`config.mk`:
```
export PLATFORM = sky130hd
export DESIGN_NAME = mio_top
export DESIGN_NICKNAME = d
export VERILOG_FILES = /design/src/verilog/mio_top.v /design/src/verilog/mio_sync_pol.v
export VERILOG_INCLUDE_DIRS = /design/src /design/src/verilog
export SDC_FILE = /design/constraint.sdc
export NUM_CORES = 1
export LEC_CHECK = 0
export BUFFER_PORTS_ARGS = -buffer_cell sky130_fd_sc_hd__clkbuf_2
export CAP_MARGIN = 20
export CORE_UTILIZATION = 57
export CTS_BUF_LIST = sky130_fd_sc_hd__clkbuf_8
export DETAILED_ROUTE_END_ITERATION = 7
export HOLD_SLACK_MARGIN = 0.15
export PLACE_DENSITY_LB_ADDON = 0.08
export SYNTH_ARGS = -nofsm -noshare
export SYNTH_HDL_FRONTEND = slang
export SYNTH_SLANG_ARGS = --single-unit
```
`constraint.sdc`:
```
create_clock -name ref_clk_in -period 2.31 [get_ports ref_clk_in]
set_input_delay 0.3465 -clock ref_clk_in [delete_from_list [all_inputs] [get_ports ref_clk_in]]
set_output_delay 0.3465 -clock ref_clk_in [all_outputs]
set_load 0.03 [all_outputs]
```
`src/verilog/mio_defs.vh`:
```
// Constants of the motion I/O polarity and routing block.
// Assumes a 32-bit Avalon-MM slave with byte addresses and one word per register.
`ifndef MIO_DEFS_VH
`define MIO_DEFS_VH

// Register byte offsets.
`define MIO_ADDR_SYS_IN_POL   6'h00
`define MIO_ADDR_SYS_OUT_POL  6'h04
`define MIO_ADDR_GEN_IN_POL   6'h08
`define MIO_ADDR_IN_ROUTE     6'h0C
`define MIO_ADDR_OUT_ROUTE    6'h10
`define MIO_ADDR_APPLY        6'h14
`define MIO_ADDR_GEN_OUT      6'h18
`define MIO_ADDR_GEN_IN_STAT  6'h1C
`define MIO_ADDR_SYS_IN_STAT  6'h20
`define MIO_ADDR_SYS_OUT_STAT 6'h24
`define MIO_ADDR_GEN_OUT_STAT 6'h28

// Field widths and positions.
`define MIO_SYS_IN_W     13
`define MIO_SYS_OUT_W    11
`define MIO_GEN_IN_W     6
`define MIO_GEN_OUT_W    4
`define MIO_DED_IN_W     11
`define MIO_ROUTE_W      3
`define MIO_N_OUT_ROUTES 9
`define MIO_PAUSE_ROUTE_LSB   0
`define MIO_PCLEAR_ROUTE_LSB  4
`define MIO_APPLY_BIT    0

// System input word bit positions.
`define MIO_SI_PAUSE     7
`define MIO_SI_PCLEAR    8
// System output word bit positions of the two dedicated outputs.
`define MIO_SO_ALARM     0
`define MIO_SO_MOVE      3

// Reset values.
`define MIO_POL_RESET    1'b0
`define MIO_ROUTE_NONE   3'h0
`define MIO_GEN_OUT_RESET 4'h0

`endif

```
`src/verilog/mio_top.v`:
```
// Motion I/O conditioning: polarity, routing and packed status of system I/O.
// Assumes a sequencer on the same clock supplies function outputs, and that
// software reaches the settings over Avalon-MM with waitrequest.
//
// The address map and the Avalon-MM slave port were chosen for this implementation.
`include "mio_defs.vh"

module mio_top #(
  parameter ADDR_W = 6
) (
  // Clock and reset.
  input  wire                       ref_clk_in,
  input  wire                       rst_n_in,
  // Avalon-MM slave.
  input  wire [ADDR_W-1:0]          avs_address_in,
  input  wire                       avs_read_in,
  input  wire                       avs_write_in,
  input  wire [31:0]                avs_writedata_in,
  input  wire [3:0]                 avs_byteenable_in,
  output wire                       avs_waitrequest_out,
  output wire [31:0]                avs_readdata_out,
  // Contact pins.
  input  wire [`MIO_DED_IN_W-1:0]   ded_in_pin_in,
  input  wire [`MIO_GEN_IN_W-1:0]   gen_in_pin_in,
  // Function outputs from the sequencer, high when on.
  input  wire [`MIO_SYS_OUT_W-1:0]  func_out_in,
  // Load lines.
  output wire [1:0]                 ded_out_pin_out,
  output wire [`MIO_GEN_OUT_W-1:0]  gen_out_pin_out,
  // Conditioned functional inputs to the sequencer.
  output wire [`MIO_SYS_IN_W-1:0]   system_input_word_out,
  output wire                       pause_out,
  output wire                       pause_clear_out
);

  // Pending settings written by software.
  reg  [`MIO_SYS_IN_W-1:0]  in_pol_pend_reg;
  reg  [`MIO_SYS_OUT_W-1:0] out_pol_pend_reg;
  reg  [`MIO_GEN_IN_W-1:0]  gen_pol_pend_reg;
  reg  [`MIO_ROUTE_W-1:0]   pause_route_pend_reg;
  reg  [`MIO_ROUTE_W-1:0]   pclear_route_pend_reg;
  reg  [`MIO_ROUTE_W*`MIO_N_OUT_ROUTES-1:0] out_route_pend_reg;
  // Active settings used by the logic.
  reg  [`MIO_SYS_IN_W-1:0]  in_pol_reg;
  reg  [`MIO_SYS_OUT_W-1:0] out_pol_reg;
  reg  [`MIO_GEN_IN_W-1:0]  gen_pol_reg;
  reg  [`MIO_ROUTE_W-1:0]   pause_route_reg;
  reg  [`MIO_ROUTE_W-1:0]   pclear_route_reg;
  reg  [`MIO_ROUTE_W*`MIO_N_OUT_ROUTES-1:0] out_route_reg;
  // Manual output bits and output flops.
  reg  [`MIO_GEN_OUT_W-1:0] gen_out_reg;
  reg  [`MIO_GEN_OUT_W-1:0] gen_out_pin_reg;
  reg  [`MIO_GEN_OUT_W-1:0] gen_out_next;
  reg  [1:0]                ded_out_pin_reg;
  // Bus handshake.
  reg                       ack_reg;
  reg  [31:0]               rdata_reg;
  reg  [31:0]               rdata_next;
  // Conditioned inputs.
  wire [`MIO_DED_IN_W-1:0]  ded_state;
  wire [`MIO_GEN_IN_W-1:0]  gen_state;
  wire [`MIO_DED_IN_W-1:0]  ded_pol;
  reg                       pause_sel;
  reg                       pclear_sel;
  reg                       pause_reg;
  reg                       pclear_reg;
  wire [`MIO_SYS_IN_W-1:0]  sys_in_word;
  wire                      req;
  wire                      wr_take;
  integer                   i;
  integer                   j;
  integer                   r;

  // Dedicated pin polarities skip the two routed functions.
  assign ded_pol = {in_pol_reg[`MIO_SYS_IN_W-1:`MIO_SI_PCLEAR+1],
                    in_pol_reg[`MIO_SI_PAUSE-1:0]};

  mio_sync_pol #(
    .WIDTH     (`MIO_DED_IN_W)
  ) u_ded_sync (
    .ref_clk_in (ref_clk_in),
    .rst_n_in   (rst_n_in),
    .pin_in     (ded_in_pin_in),
    .pol_in     (ded_pol),
    .state_out  (ded_state)
  );

  mio_sync_pol #(
    .WIDTH     (`MIO_GEN_IN_W)
  ) u_gen_sync (
    .ref_clk_in (ref_clk_in),
    .rst_n_in   (rst_n_in),
    .pin_in     (gen_in_pin_in),
    .pol_in     (gen_pol_reg),
    .state_out  (gen_state)
  );

  // pause and pause-clear route select; zero leaves the function unconnected.
  // This loop has its own index so that no variable is driven from two processes.
  always @* begin
    pause_sel  = 1'b0;
    pclear_sel = 1'b0;
    for (j = 0; j < `MIO_GEN_IN_W; j = j + 1) begin
      if (pause_route_reg == j + 1) begin
        pause_sel = gen_state[j];
      end
      if (pclear_route_reg == j + 1) begin
        pclear_sel = gen_state[j];
      end
    end
  end

  // Routed functions also carry their own polarity, and stay off when unrouted.
  always @(posedge ref_clk_in) begin
    if (!rst_n_in) begin
      pause_reg  <= 1'b0;
      pclear_reg <= 1'b0;
    end else begin
      pause_reg  <= (pause_route_reg != `MIO_ROUTE_NONE) &
                    (pause_sel ^ in_pol_reg[`MIO_SI_PAUSE]);
      pclear_reg <= (pclear_route_reg != `MIO_ROUTE_NONE) &
                    (pclear_sel ^ in_pol_reg[`MIO_SI_PCLEAR]);
    end
  end

  assign sys_in_word = {ded_state[`MIO_DED_IN_W-1:`MIO_SI_PAUSE], pclear_reg, pause_reg,
                        ded_state[`MIO_SI_PAUSE-1:0]};

  // route each function output other than alarm and move onto the general output it names.
  always @* begin
    gen_out_next = gen_out_reg;
    for (r = 0; r < `MIO_N_OUT_ROUTES; r = r + 1) begin
      for (i = 0; i < `MIO_GEN_OUT_W; i = i + 1) begin
        if (out_route_reg[r*`MIO_ROUTE_W +: `MIO_ROUTE_W] == i + 1) begin
          gen_out_next[i] = gen_out_next[i] |
                            (func_out_in[(r < 2) ? r + 1 : r + 2] ^
                             out_pol_reg[(r < 2) ? r + 1 : r + 2]);
        end
      end
    end
  end

  // Output pins come from flops so no glitch from the routing reaches a load.
  always @(posedge ref_clk_in) begin
    if (!rst_n_in) begin
      gen_out_pin_reg <= `MIO_GEN_OUT_RESET;
      ded_out_pin_reg <= 2'h0;
    end else begin
      gen_out_pin_reg <= gen_out_next;
      ded_out_pin_reg <= {func_out_in[`MIO_SO_MOVE] ^ out_pol_reg[`MIO_SO_MOVE],
                          func_out_in[`MIO_SO_ALARM] ^ out_pol_reg[`MIO_SO_ALARM]};
    end
  end

  // One wait cycle per access; the request is taken while ack is high.
  assign req                 = avs_read_in | avs_write_in;
  assign avs_waitrequest_out = req & ~ack_reg;
  assign wr_take             = avs_write_in & ack_reg;

  // Settings registers; polarities and routes only act after an apply.
  always @(posedge ref_clk_in) begin
    if (!rst_n_in) begin
      ack_reg               <= 1'b0;
      in_pol_pend_reg       <= {`MIO_SYS_IN_W{`MIO_POL_RESET}};
      out_pol_pend_reg      <= {`MIO_SYS_OUT_W{`MIO_POL_RESET}};
      gen_pol_pend_reg      <= {`MIO_GEN_IN_W{`MIO_POL_RESET}};
      pause_route_pend_reg  <= `MIO_ROUTE_NONE;
      pclear_route_pend_reg <= `MIO_ROUTE_NONE;
      out_route_pend_reg    <= {`MIO_N_OUT_ROUTES{`MIO_ROUTE_NONE}};
      in_pol_reg            <= {`MIO_SYS_IN_W{`MIO_POL_RESET}};
      out_pol_reg           <= {`MIO_SYS_OUT_W{`MIO_POL_RESET}};
      gen_pol_reg           <= {`MIO_GEN_IN_W{`MIO_POL_RESET}};
      pause_route_reg       <= `MIO_ROUTE_NONE;
      pclear_route_reg      <= `MIO_ROUTE_NONE;
      out_route_reg         <= {`MIO_N_OUT_ROUTES{`MIO_ROUTE_NONE}};
      gen_out_reg           <= `MIO_GEN_OUT_RESET;
    end else begin
      ack_reg <= req & ~ack_reg;
      if (wr_take && avs_byteenable_in == 4'hF) begin
        case (avs_address_in)
          `MIO_ADDR_SYS_IN_POL: begin
            in_pol_pend_reg <= avs_writedata_in[`MIO_SYS_IN_W-1:0];
          end
          `MIO_ADDR_SYS_OUT_POL: begin
            out_pol_pend_reg <= avs_writedata_in[`MIO_SYS_OUT_W-1:0];
          end
          `MIO_ADDR_GEN_IN_POL: begin
            gen_pol_pend_reg <= avs_writedata_in[`MIO_GEN_IN_W-1:0];
          end
          `MIO_ADDR_IN_ROUTE: begin
            pause_route_pend_reg  <= avs_writedata_in[`MIO_PAUSE_ROUTE_LSB +: `MIO_ROUTE_W];
            pclear_route_pend_reg <= avs_writedata_in[`MIO_PCLEAR_ROUTE_LSB +: `MIO_ROUTE_W];
          end
          `MIO_ADDR_OUT_ROUTE: begin
            out_route_pend_reg <= avs_writedata_in[`MIO_ROUTE_W*`MIO_N_OUT_ROUTES-1:0];
          end
          // settings take effect at a write of the apply bit.
          `MIO_ADDR_APPLY: begin
            if (avs_writedata_in[`MIO_APPLY_BIT]) begin
              in_pol_reg       <= in_pol_pend_reg;
              out_pol_reg      <= out_pol_pend_reg;
              gen_pol_reg      <= gen_pol_pend_reg;
              // Out-of-range input routes act as unassigned.
              pause_route_reg  <= (pause_route_pend_reg > 3'h6) ?
                                  `MIO_ROUTE_NONE : pause_route_pend_reg;
              pclear_route_reg <= (pclear_route_pend_reg > 3'h6) ?
                                  `MIO_ROUTE_NONE : pclear_route_pend_reg;
              out_route_reg    <= out_route_pend_reg;
            end
          end
          `MIO_ADDR_GEN_OUT: begin
            gen_out_reg <= avs_writedata_in[`MIO_GEN_OUT_W-1:0];
          end
          default: begin
            gen_out_reg <= gen_out_reg;
          end
        endcase
      end
    end
  end

  // Read mux, captured in the wait cycle so data stands at the taking edge.
  always @* begin
    rdata_next = 32'h0000_0000;
    case (avs_address_in)
      `MIO_ADDR_SYS_IN_POL:   rdata_next[`MIO_SYS_IN_W-1:0]  = in_pol_pend_reg;
      `MIO_ADDR_SYS_OUT_POL:  rdata_next[`MIO_SYS_OUT_W-1:0] = out_pol_pend_reg;
      `MIO_ADDR_GEN_IN_POL:   rdata_next[`MIO_GEN_IN_W-1:0]  = gen_pol_pend_reg;
      `MIO_ADDR_IN_ROUTE: begin
        rdata_next[`MIO_PAUSE_ROUTE_LSB +: `MIO_ROUTE_W]  = pause_route_pend_reg;
        rdata_next[`MIO_PCLEAR_ROUTE_LSB +: `MIO_ROUTE_W] = pclear_route_pend_reg;
      end
      `MIO_ADDR_OUT_ROUTE:
        rdata_next[`MIO_ROUTE_W*`MIO_N_OUT_ROUTES-1:0] = out_route_pend_reg;
      `MIO_ADDR_GEN_OUT:      rdata_next[`MIO_GEN_OUT_W-1:0] = gen_out_reg;
      `MIO_ADDR_GEN_IN_STAT:  rdata_next[`MIO_GEN_IN_W-1:0]  = gen_state;
      `MIO_ADDR_SYS_IN_STAT:  rdata_next[`MIO_SYS_IN_W-1:0]  = sys_in_word;
      `MIO_ADDR_SYS_OUT_STAT: rdata_next[`MIO_SYS_OUT_W-1:0] = func_out_in;
      `MIO_ADDR_GEN_OUT_STAT: rdata_next[`MIO_GEN_OUT_W-1:0] = gen_out_pin_reg;
      default:                rdata_next = 32'h0000_0000;
    endcase
  end

  always @(posedge ref_clk_in) begin
    if (!rst_n_in) begin
      rdata_reg <= 32'h0000_0000;
    end else if (avs_read_in && !ack_reg) begin
      rdata_reg <= rdata_next;
    end
  end

  assign avs_readdata_out      = rdata_reg;
  assign gen_out_pin_out       = gen_out_pin_reg;
  assign ded_out_pin_out       = ded_out_pin_reg;
  assign system_input_word_out = sys_in_word;
  assign pause_out             = pause_reg;
  assign pause_clear_out       = pclear_reg;

endmodule

```
`src/verilog/mio_sync_pol.v`:
```
// Two-stage synchroniser for a group of contact pins, followed by polarity.
// Assumes pins are high while the contact is closed and come from outside the clock.
module mio_sync_pol #(
  parameter WIDTH = 6
) (
  // Clock and reset.
  input  wire             ref_clk_in,
  input  wire             rst_n_in,
  // Raw pins and active polarity.
  input  wire [WIDTH-1:0] pin_in,
  input  wire [WIDTH-1:0] pol_in,
  // Conditioned state, 1 when the signal is on.
  output wire [WIDTH-1:0] state_out
);

  reg [WIDTH-1:0] meta_reg;
  reg [WIDTH-1:0] sync_reg;
  reg [WIDTH-1:0] state_reg;

  // The first stage is read only by the second one.
  always @(posedge ref_clk_in) begin
    if (!rst_n_in) begin
      meta_reg  <= {WIDTH{1'b0}};
      sync_reg  <= {WIDTH{1'b0}};
      state_reg <= {WIDTH{1'b0}};
    end else begin
      meta_reg  <= pin_in;
      sync_reg  <= meta_reg;
      // A normally closed contact is on while the pin is open.
      state_reg <= sync_reg ^ pol_in;
    end
  end

  assign state_out = state_reg;

endmodule

```
Word-level counts from Yosys, hierarchy flattened

Cells that the tools add are included.
W data, S select, Z words.

Magnitude comparators: 2
Eq/ne operators: 59
Multiplexer cells: 57
Bitwise operators: 57
Reduce and logical (&&, ||, !) cells: 13

Operators by type and width:

| kind                 | count |
|---|---|
| $eq A3 B2 Y1 const B | 22 |
| $mux W1              | 48 |
| $eq A3 B3 Y1 const B | 15 |
| $or A1 B1 Y1         | 37 |
| $eq A3 B1 Y1 const B | 11 |
| $pmux W3 S10         | 1 |
| $eq A6 B5 Y1 const B | 4 |
| $pmux W4 S5          | 1 |
| $eq A6 B6 Y1 const B | 3 |
| $pmux W2 S8          | 1 |
| $mux W14             | 1 |
| $xor A1 B1 Y1        | 13 |
| $eq A6 B4 Y1 const B | 2 |
| $reduce_and A2 Y1    | 6 |
| $xor A11 B11 Y11     | 1 |
| $pmux W1 S9          | 1 |
| $eq A6 B3 Y1 const B | 1 |
| $gt A3 B3 Y1 const B | 2 |
| $logic_not A6 Y1     | 1 |
| $mux W3              | 2 |
| $pmux W1 S6          | 1 |
| $pmux W2 S3          | 1 |
| $reduce_bool A3 Y1   | 2 |
| $xor A6 B6 Y6        | 1 |
| other kinds (6)      | 10 |

Register bits after elaboration: 217
Bits of input ports: 74
Output and inout bits: 54

Longest topological paths before layout

Word-level depth: 19
Mapped depth: 8

Modules after synthesis

A second synthesis with hierarchy kept.

Cell total of the unflattened synthesis: 993
Area total of the unflattened synthesis: 9255.1 um^2

By module, submodules not included:

| module                     | instances | cells each | area an instance (um^2) |
|---|---|---|---|
| mio_top                    | 1         | 870        | 7681.1 |
| mio_sync_pol at u_ded_sync | 1         | 80         | 1019.7 |
| mio_sync_pol at u_gen_sync | 1         | 43         | 554.3 |

Worst setup path after synthesis

OpenSTA, ideal clock, no wires.

Kind: input-to-reg
Start: input avs_address_in[3]
End: register out_route_pend_reg[10]
Setup time: 0.128 ns
Arrival time: 1.888 ns
Setup slack: 0.295 ns
Cell stages on the path: 8
Cells stage by stage: buf_2 > or4_4 > buf_6 > nor4_4 > buf_6 > buf_12 > mux2i_1 > nor2_1

Word-level cells in the longest chain between the ends: 2

RTL lines:

| what                        | RTL line      | text |
|---|---|---|
| start: declaration          | mio_top.v:15  | `input wire [ADDR_W-1:0] avs_address_in,` |
| $eq A6 B5 Y1                | mio_top.v:180 | `case (avs_address_in)` |
| $reduce_and A2 Y1 (no line) | n/a           |  |
| end signal: assignment      | mio_top.v:169 | `` out_route_pend_reg <= {`MIO_N_OUT_ROUTES{`MIO_ROUTE_NONE}}; `` |
| end signal: assignment      | mio_top.v:195 | `` out_route_pend_reg <= avs_writedata_in[`MIO_ROUTE_W*`MIO_N_OUT_ROUTES-1:0]; `` |
| end: declaration            | mio_top.v:42  | `` reg [`MIO_ROUTE_W*`MIO_N_OUT_ROUTES-1:0] out_route_pend_reg; `` |

No other way between the ends.
A chain may end at the register's enable or synchronous reset.

Worst setup path after layout

Start: input avs_write_in
End: register in_pol_reg[11]

Word-level cells in the longest chain between the ends: 3

RTL lines:

| what                        | RTL line      | text |
|---|---|---|
| start: declaration          | mio_top.v:17  | `input wire avs_write_in,` |
| $and A1 B1 Y1               | mio_top.v:158 | `assign wr_take = avs_write_in & ack_reg;` |
| $logic_and A1 B1 Y1         | mio_top.v:179 | `if (wr_take && avs_byteenable_in == 4'hF) begin` |
| $reduce_and A3 Y1 (no line) | n/a           |  |
| end signal: assignment      | mio_top.v:170 | `` in_pol_reg <= {`MIO_SYS_IN_W{`MIO_POL_RESET}}; `` |
| end signal: assignment      | mio_top.v:200 | `in_pol_reg <= in_pol_pend_reg;` |
| end: declaration            | mio_top.v:44  | `` reg [`MIO_SYS_IN_W-1:0] in_pol_reg; `` |

No other way between the ends.

==> impl_metrics.py <==
metrics = {
    "logic_synthesis": {
        "synth_cell_types": 59,
        "postSynthCellCount": 988,
        "ys_seq_elements": 217,
        "yosysSeqAreaShare": 0.475,
        "yosys.area.top_type": "dfxtp_1",
        "synth_edf_count": 0,
        "synth_top_area_frac": 0.475,
        "synth_area_leaders": "dfxtp_1, mux2i_1, a21oi_1",
        "synthArstFlopShare": 0,
        "synth_area_mm2": 0.00914,
        "yosys_warnings": 0,
        "synthFlopType": "dfxtp_1",
        "synth.avg_cell_area_um2": 9.25,
    },
    "die": {
        "pin_count": 128,
        "fp.dieH_um": 129,
        "start_util": 0.593,
        "core_mm2": 0.0154,
        "rows": 45,
        "die_w_um": 129,
        "die_area_mm2": 0.0165,
    },
    "worst_setup_path": {
        "critical_path_class": "in -> reg",
        "endpoint_kind": "flop",
        "critical_path_required_ns": 2.71,
        "r2r_slack_ns": 0.58,
        "worstPathArrival_ns": 2.16,
        "r2r-end": "in_pol_reg[11]$_SDFFE_PN0P_",
        "crit_path_start_kind": "input pin",
        "r2r-start": "ack_reg$_SDFF_PN0_",
        "critPathMaxFanout": 77,
        "rr_worst_depth": 5,
        "worstSetupStartpoint": "avs_write_in",
    },
    "worst_hold_path": {
        "hold_path_depth": 3,
        "hp-start": "avs_writedata_in[10]",
        "min_to": "in_pol_pend_reg[10]$_SDFFE_PN0P_",
        "hold_path.class": "in -> reg",
    },
    "route": {
        "met1_length_mm": 12.1,
        "drc": 0,
        "highest_layer": "met4",
        "drtAntennaViolNets": 0,
        "drt_iter0_markers": 801,
        "viasPerCell": 5.93,
        "wire_per_inst_um": 19.1,
        "wl_met2_mm": 11.3,
        "wl_met3_mm": 2.18,
        "vias": 8101,
        "dr.pass1.iters": 6,
        "totalWireLength_mm": 26.1,
    },
    "finish": {
        "seq_area_mm2": 0.00434,
        "final_area_mm2": 0.0110,
        "multi_input_area_mm2": 0.00440,
        "antenna_cells": 0,
        "fill_cells": 1238,
        "area_growth_syn_to_layout_pct": 20.3,
        "drive_gt1_frac": 0.189,
        "fin_nets": 1211,
    },
    "power": {
        "ir_drop_mv": 0.475,
        "power.total_w": 0.00732,
        "swShare": 0.246,
        "power.share.sequential": 0.520,
        "power_density_mw_per_mm2": 666,
        "p_switching_w": 0.00180,
        "comb_power_share": 0.069,
        "leakagePower_nw": 3.99,
        "intPower_w": 0.00553,
        "clkPwrFrac": 0.411,
    },
    "clocking": {
        "cts_buffers": 35,
        "clock_latency_ns": 0.54,
        "cts-root-buf": "clkbuf_8",
        "htree_levels": 2,
        "cts_tree": "yes",
        "ctsResizeCount": 0,
        "clk_pin_slew_worst_paths_ns": 0.06,
        "clockBufferDepth": 3,
        "clock_sinks": 217,
    },
    "status": {
        "status": "finished, final reports clean",
    },
    "placed_design": {
        "dpl_cell_area_mm2": 0.00997,
        "portBuffers": 117,
        "gp_congestion": 0.904,
        "hpwl_mm": 17.3,
    },
    "sta": {
        "fin_crit_ns": 1.76,
        "grt_setup_unrepaired": "false",
        "report.final.slew_viol_count": 0,
        "hold_violations": 0,
        "fin_worst_skew_ns": 0.0353,
        "worst_slew_pin_slew_ns": 0.620,
        "slew_headroom": 0.581,
        "tns_ns": 0,
        "setup_violations": 0,
        "period_share": 0.763,
        "clock.fmax_mhz": 567,
    },
    "global_routing": {
        "overflow": 0,
        "grt.total_usage": 0.319,
        "first_global_vias": 7357,
        "grt_pass1_wl_mm": 40.5,
        "antenna_found_initial": 0,
        "grt_max_degree": 108,
    },
    "flow_run": {
        "maxCapViolCount": 0,
    },
}
worst max path at each step:
stage	to	slack [ns]	cells after the start
4_1_cts	avs_waitrequest_out	0.60	5
3_3_place_gp	avs_readdata_out[0]$_SDFFE_PN0P_	0.28	5
3_5_place_dp	avs_readdata_out[0]$_SDFFE_PN0P_	0.28	5
5_1_grt	out_route_reg[2]$_SDFFE_PN0P_	0.46	7
6_report	in_pol_reg[11]$_SDFFE_PN0P_	0.55	7
2_1_floorplan	out_route_pend_reg[10]$_SDFFE_PN0P_	0.29	8
through the flow:
| stage | hold WS [ns] | util | worst slack, ns | std cells |
|---|---|---|---|---|
| 2_1_floorplan | 0.412 | - | 0.295 | 992 |
| 3_3_place_gp | 0.415 | 0.646 | 0.282 | 1270 |
| 3_5_place_dp | 0.418 | 0.646 | 0.283 | 1270 |
| 4_1_cts | 0.150 | 0.713 | 0.602 | 1366 |
| 5_1_grt | 0.168 | 0.713 | 0.462 | 1366 |
| 6_report | 0.169 | 0.713 | 0.547 | 1366 |
cells by family (layout without fill, tap and decap cells):
family          after synthesis  in the layout  synth area share
compound gates              247            247             0.158
xor+xnor                     35             35            0.0335
buf+inv                      89            252            0.0464
flops                       217            217             0.475
mux                          76             76            0.0838
other cells                   1              5          0.000410
simple gates                323            323             0.202
cell usage after synthesis (6+ instances only):
master / count
dfxtp_1: 217
nor2_1: 97
a21oi_1: 91
o21ai_0: 86
mux2i_1: 72
nand3_1: 65
clkbuf_1: 59
and2_1: 35
nand2_1: 30
xnor2_1: 30
a22oi_1: 23
nor4b_1: 19
nand3b_1: 11
nor4_1: 11
a31oi_1: 9
o2bb2ai_1: 9
buf_4: 8
and3_1: 7
a222oi_1: 6
a22o_1: 6
a311oi_1: 6
buf_1: 6
nand4_1: 6
nor3_1: 6
nor4_4: 6
timing repair:
action	4_1_cts	5_1_grt
hold buffers	41	0
endpoints found under the hold margin	49	0
setup endpoints to repair	0	0
buffers inserted	0	0
area by class of cell:
type	count	share of cell area
clock buffers	39	0.0488
clock inverters	16	0.00717
inverters	5	0.00193
multi-input cells	686	0.400
flip-flops and latches	217	0.395
well taps	211	0.0240
repair buffers	192	0.123
layer usage:
metal / vias to the layer above / track usage
li1: 3851 / -
met1: 3879 / 0.474
met2: 337 / 0.465
met3: 34 / 0.0690
met4: 0 / 0.0872
met5: - / 0
critical path, cell delays in order:
cell           delay, ns
dlygate4sd3_1       0.53
clkbuf_2            0.12
nand2_2             0.05
or3_2               0.50
buf_12              0.21
o21ai_0             0.24
a21oi_1             0.10
layout by cell type, fill, tap and decap left out, drive strengths merged, types with 4 or more instances in the layout:
cell type,synthesis,routed
conb,1,5
xor2,5,5
a21oi,91,91
nor4,18,18
dfxtp,217,217
nand2,31,31
and3,7,7
nand4,7,7
o21ai,87,87
xnor2,30,30
nor3,8,8
mux2i,72,72
nor2b,5,5
clkbuf,59,156
nor4bb,4,4
a22o,6,6
a222oi,6,6
dlygate4sd3,0,41
nand3,65,65
and2,35,35
mux2,4,4
inv,4,20
o2bb2ai,9,9
buf,25,34
a311oi,6,6
a22oi,23,23
nand3b,11,11
nor4b,19,19
nor2,98,98
a31oi,9,9
power groups by stage:
stage / Clock (W) / Sequential [W] / Combinational (W)
CTS: 0.00304 / 0.00381 / 0.000494
finish: 0.00301 / 0.00381 / 0.000504
floorplan: 0 / 0.00391 / 0.000234
global route: 0.00324 / 0.00381 / 0.000535
detailed placement: 0 / 0.00389 / 0.000439
global placement: 0 / 0.00389 / 0.000436
Power figures use the tool's default switching activity.
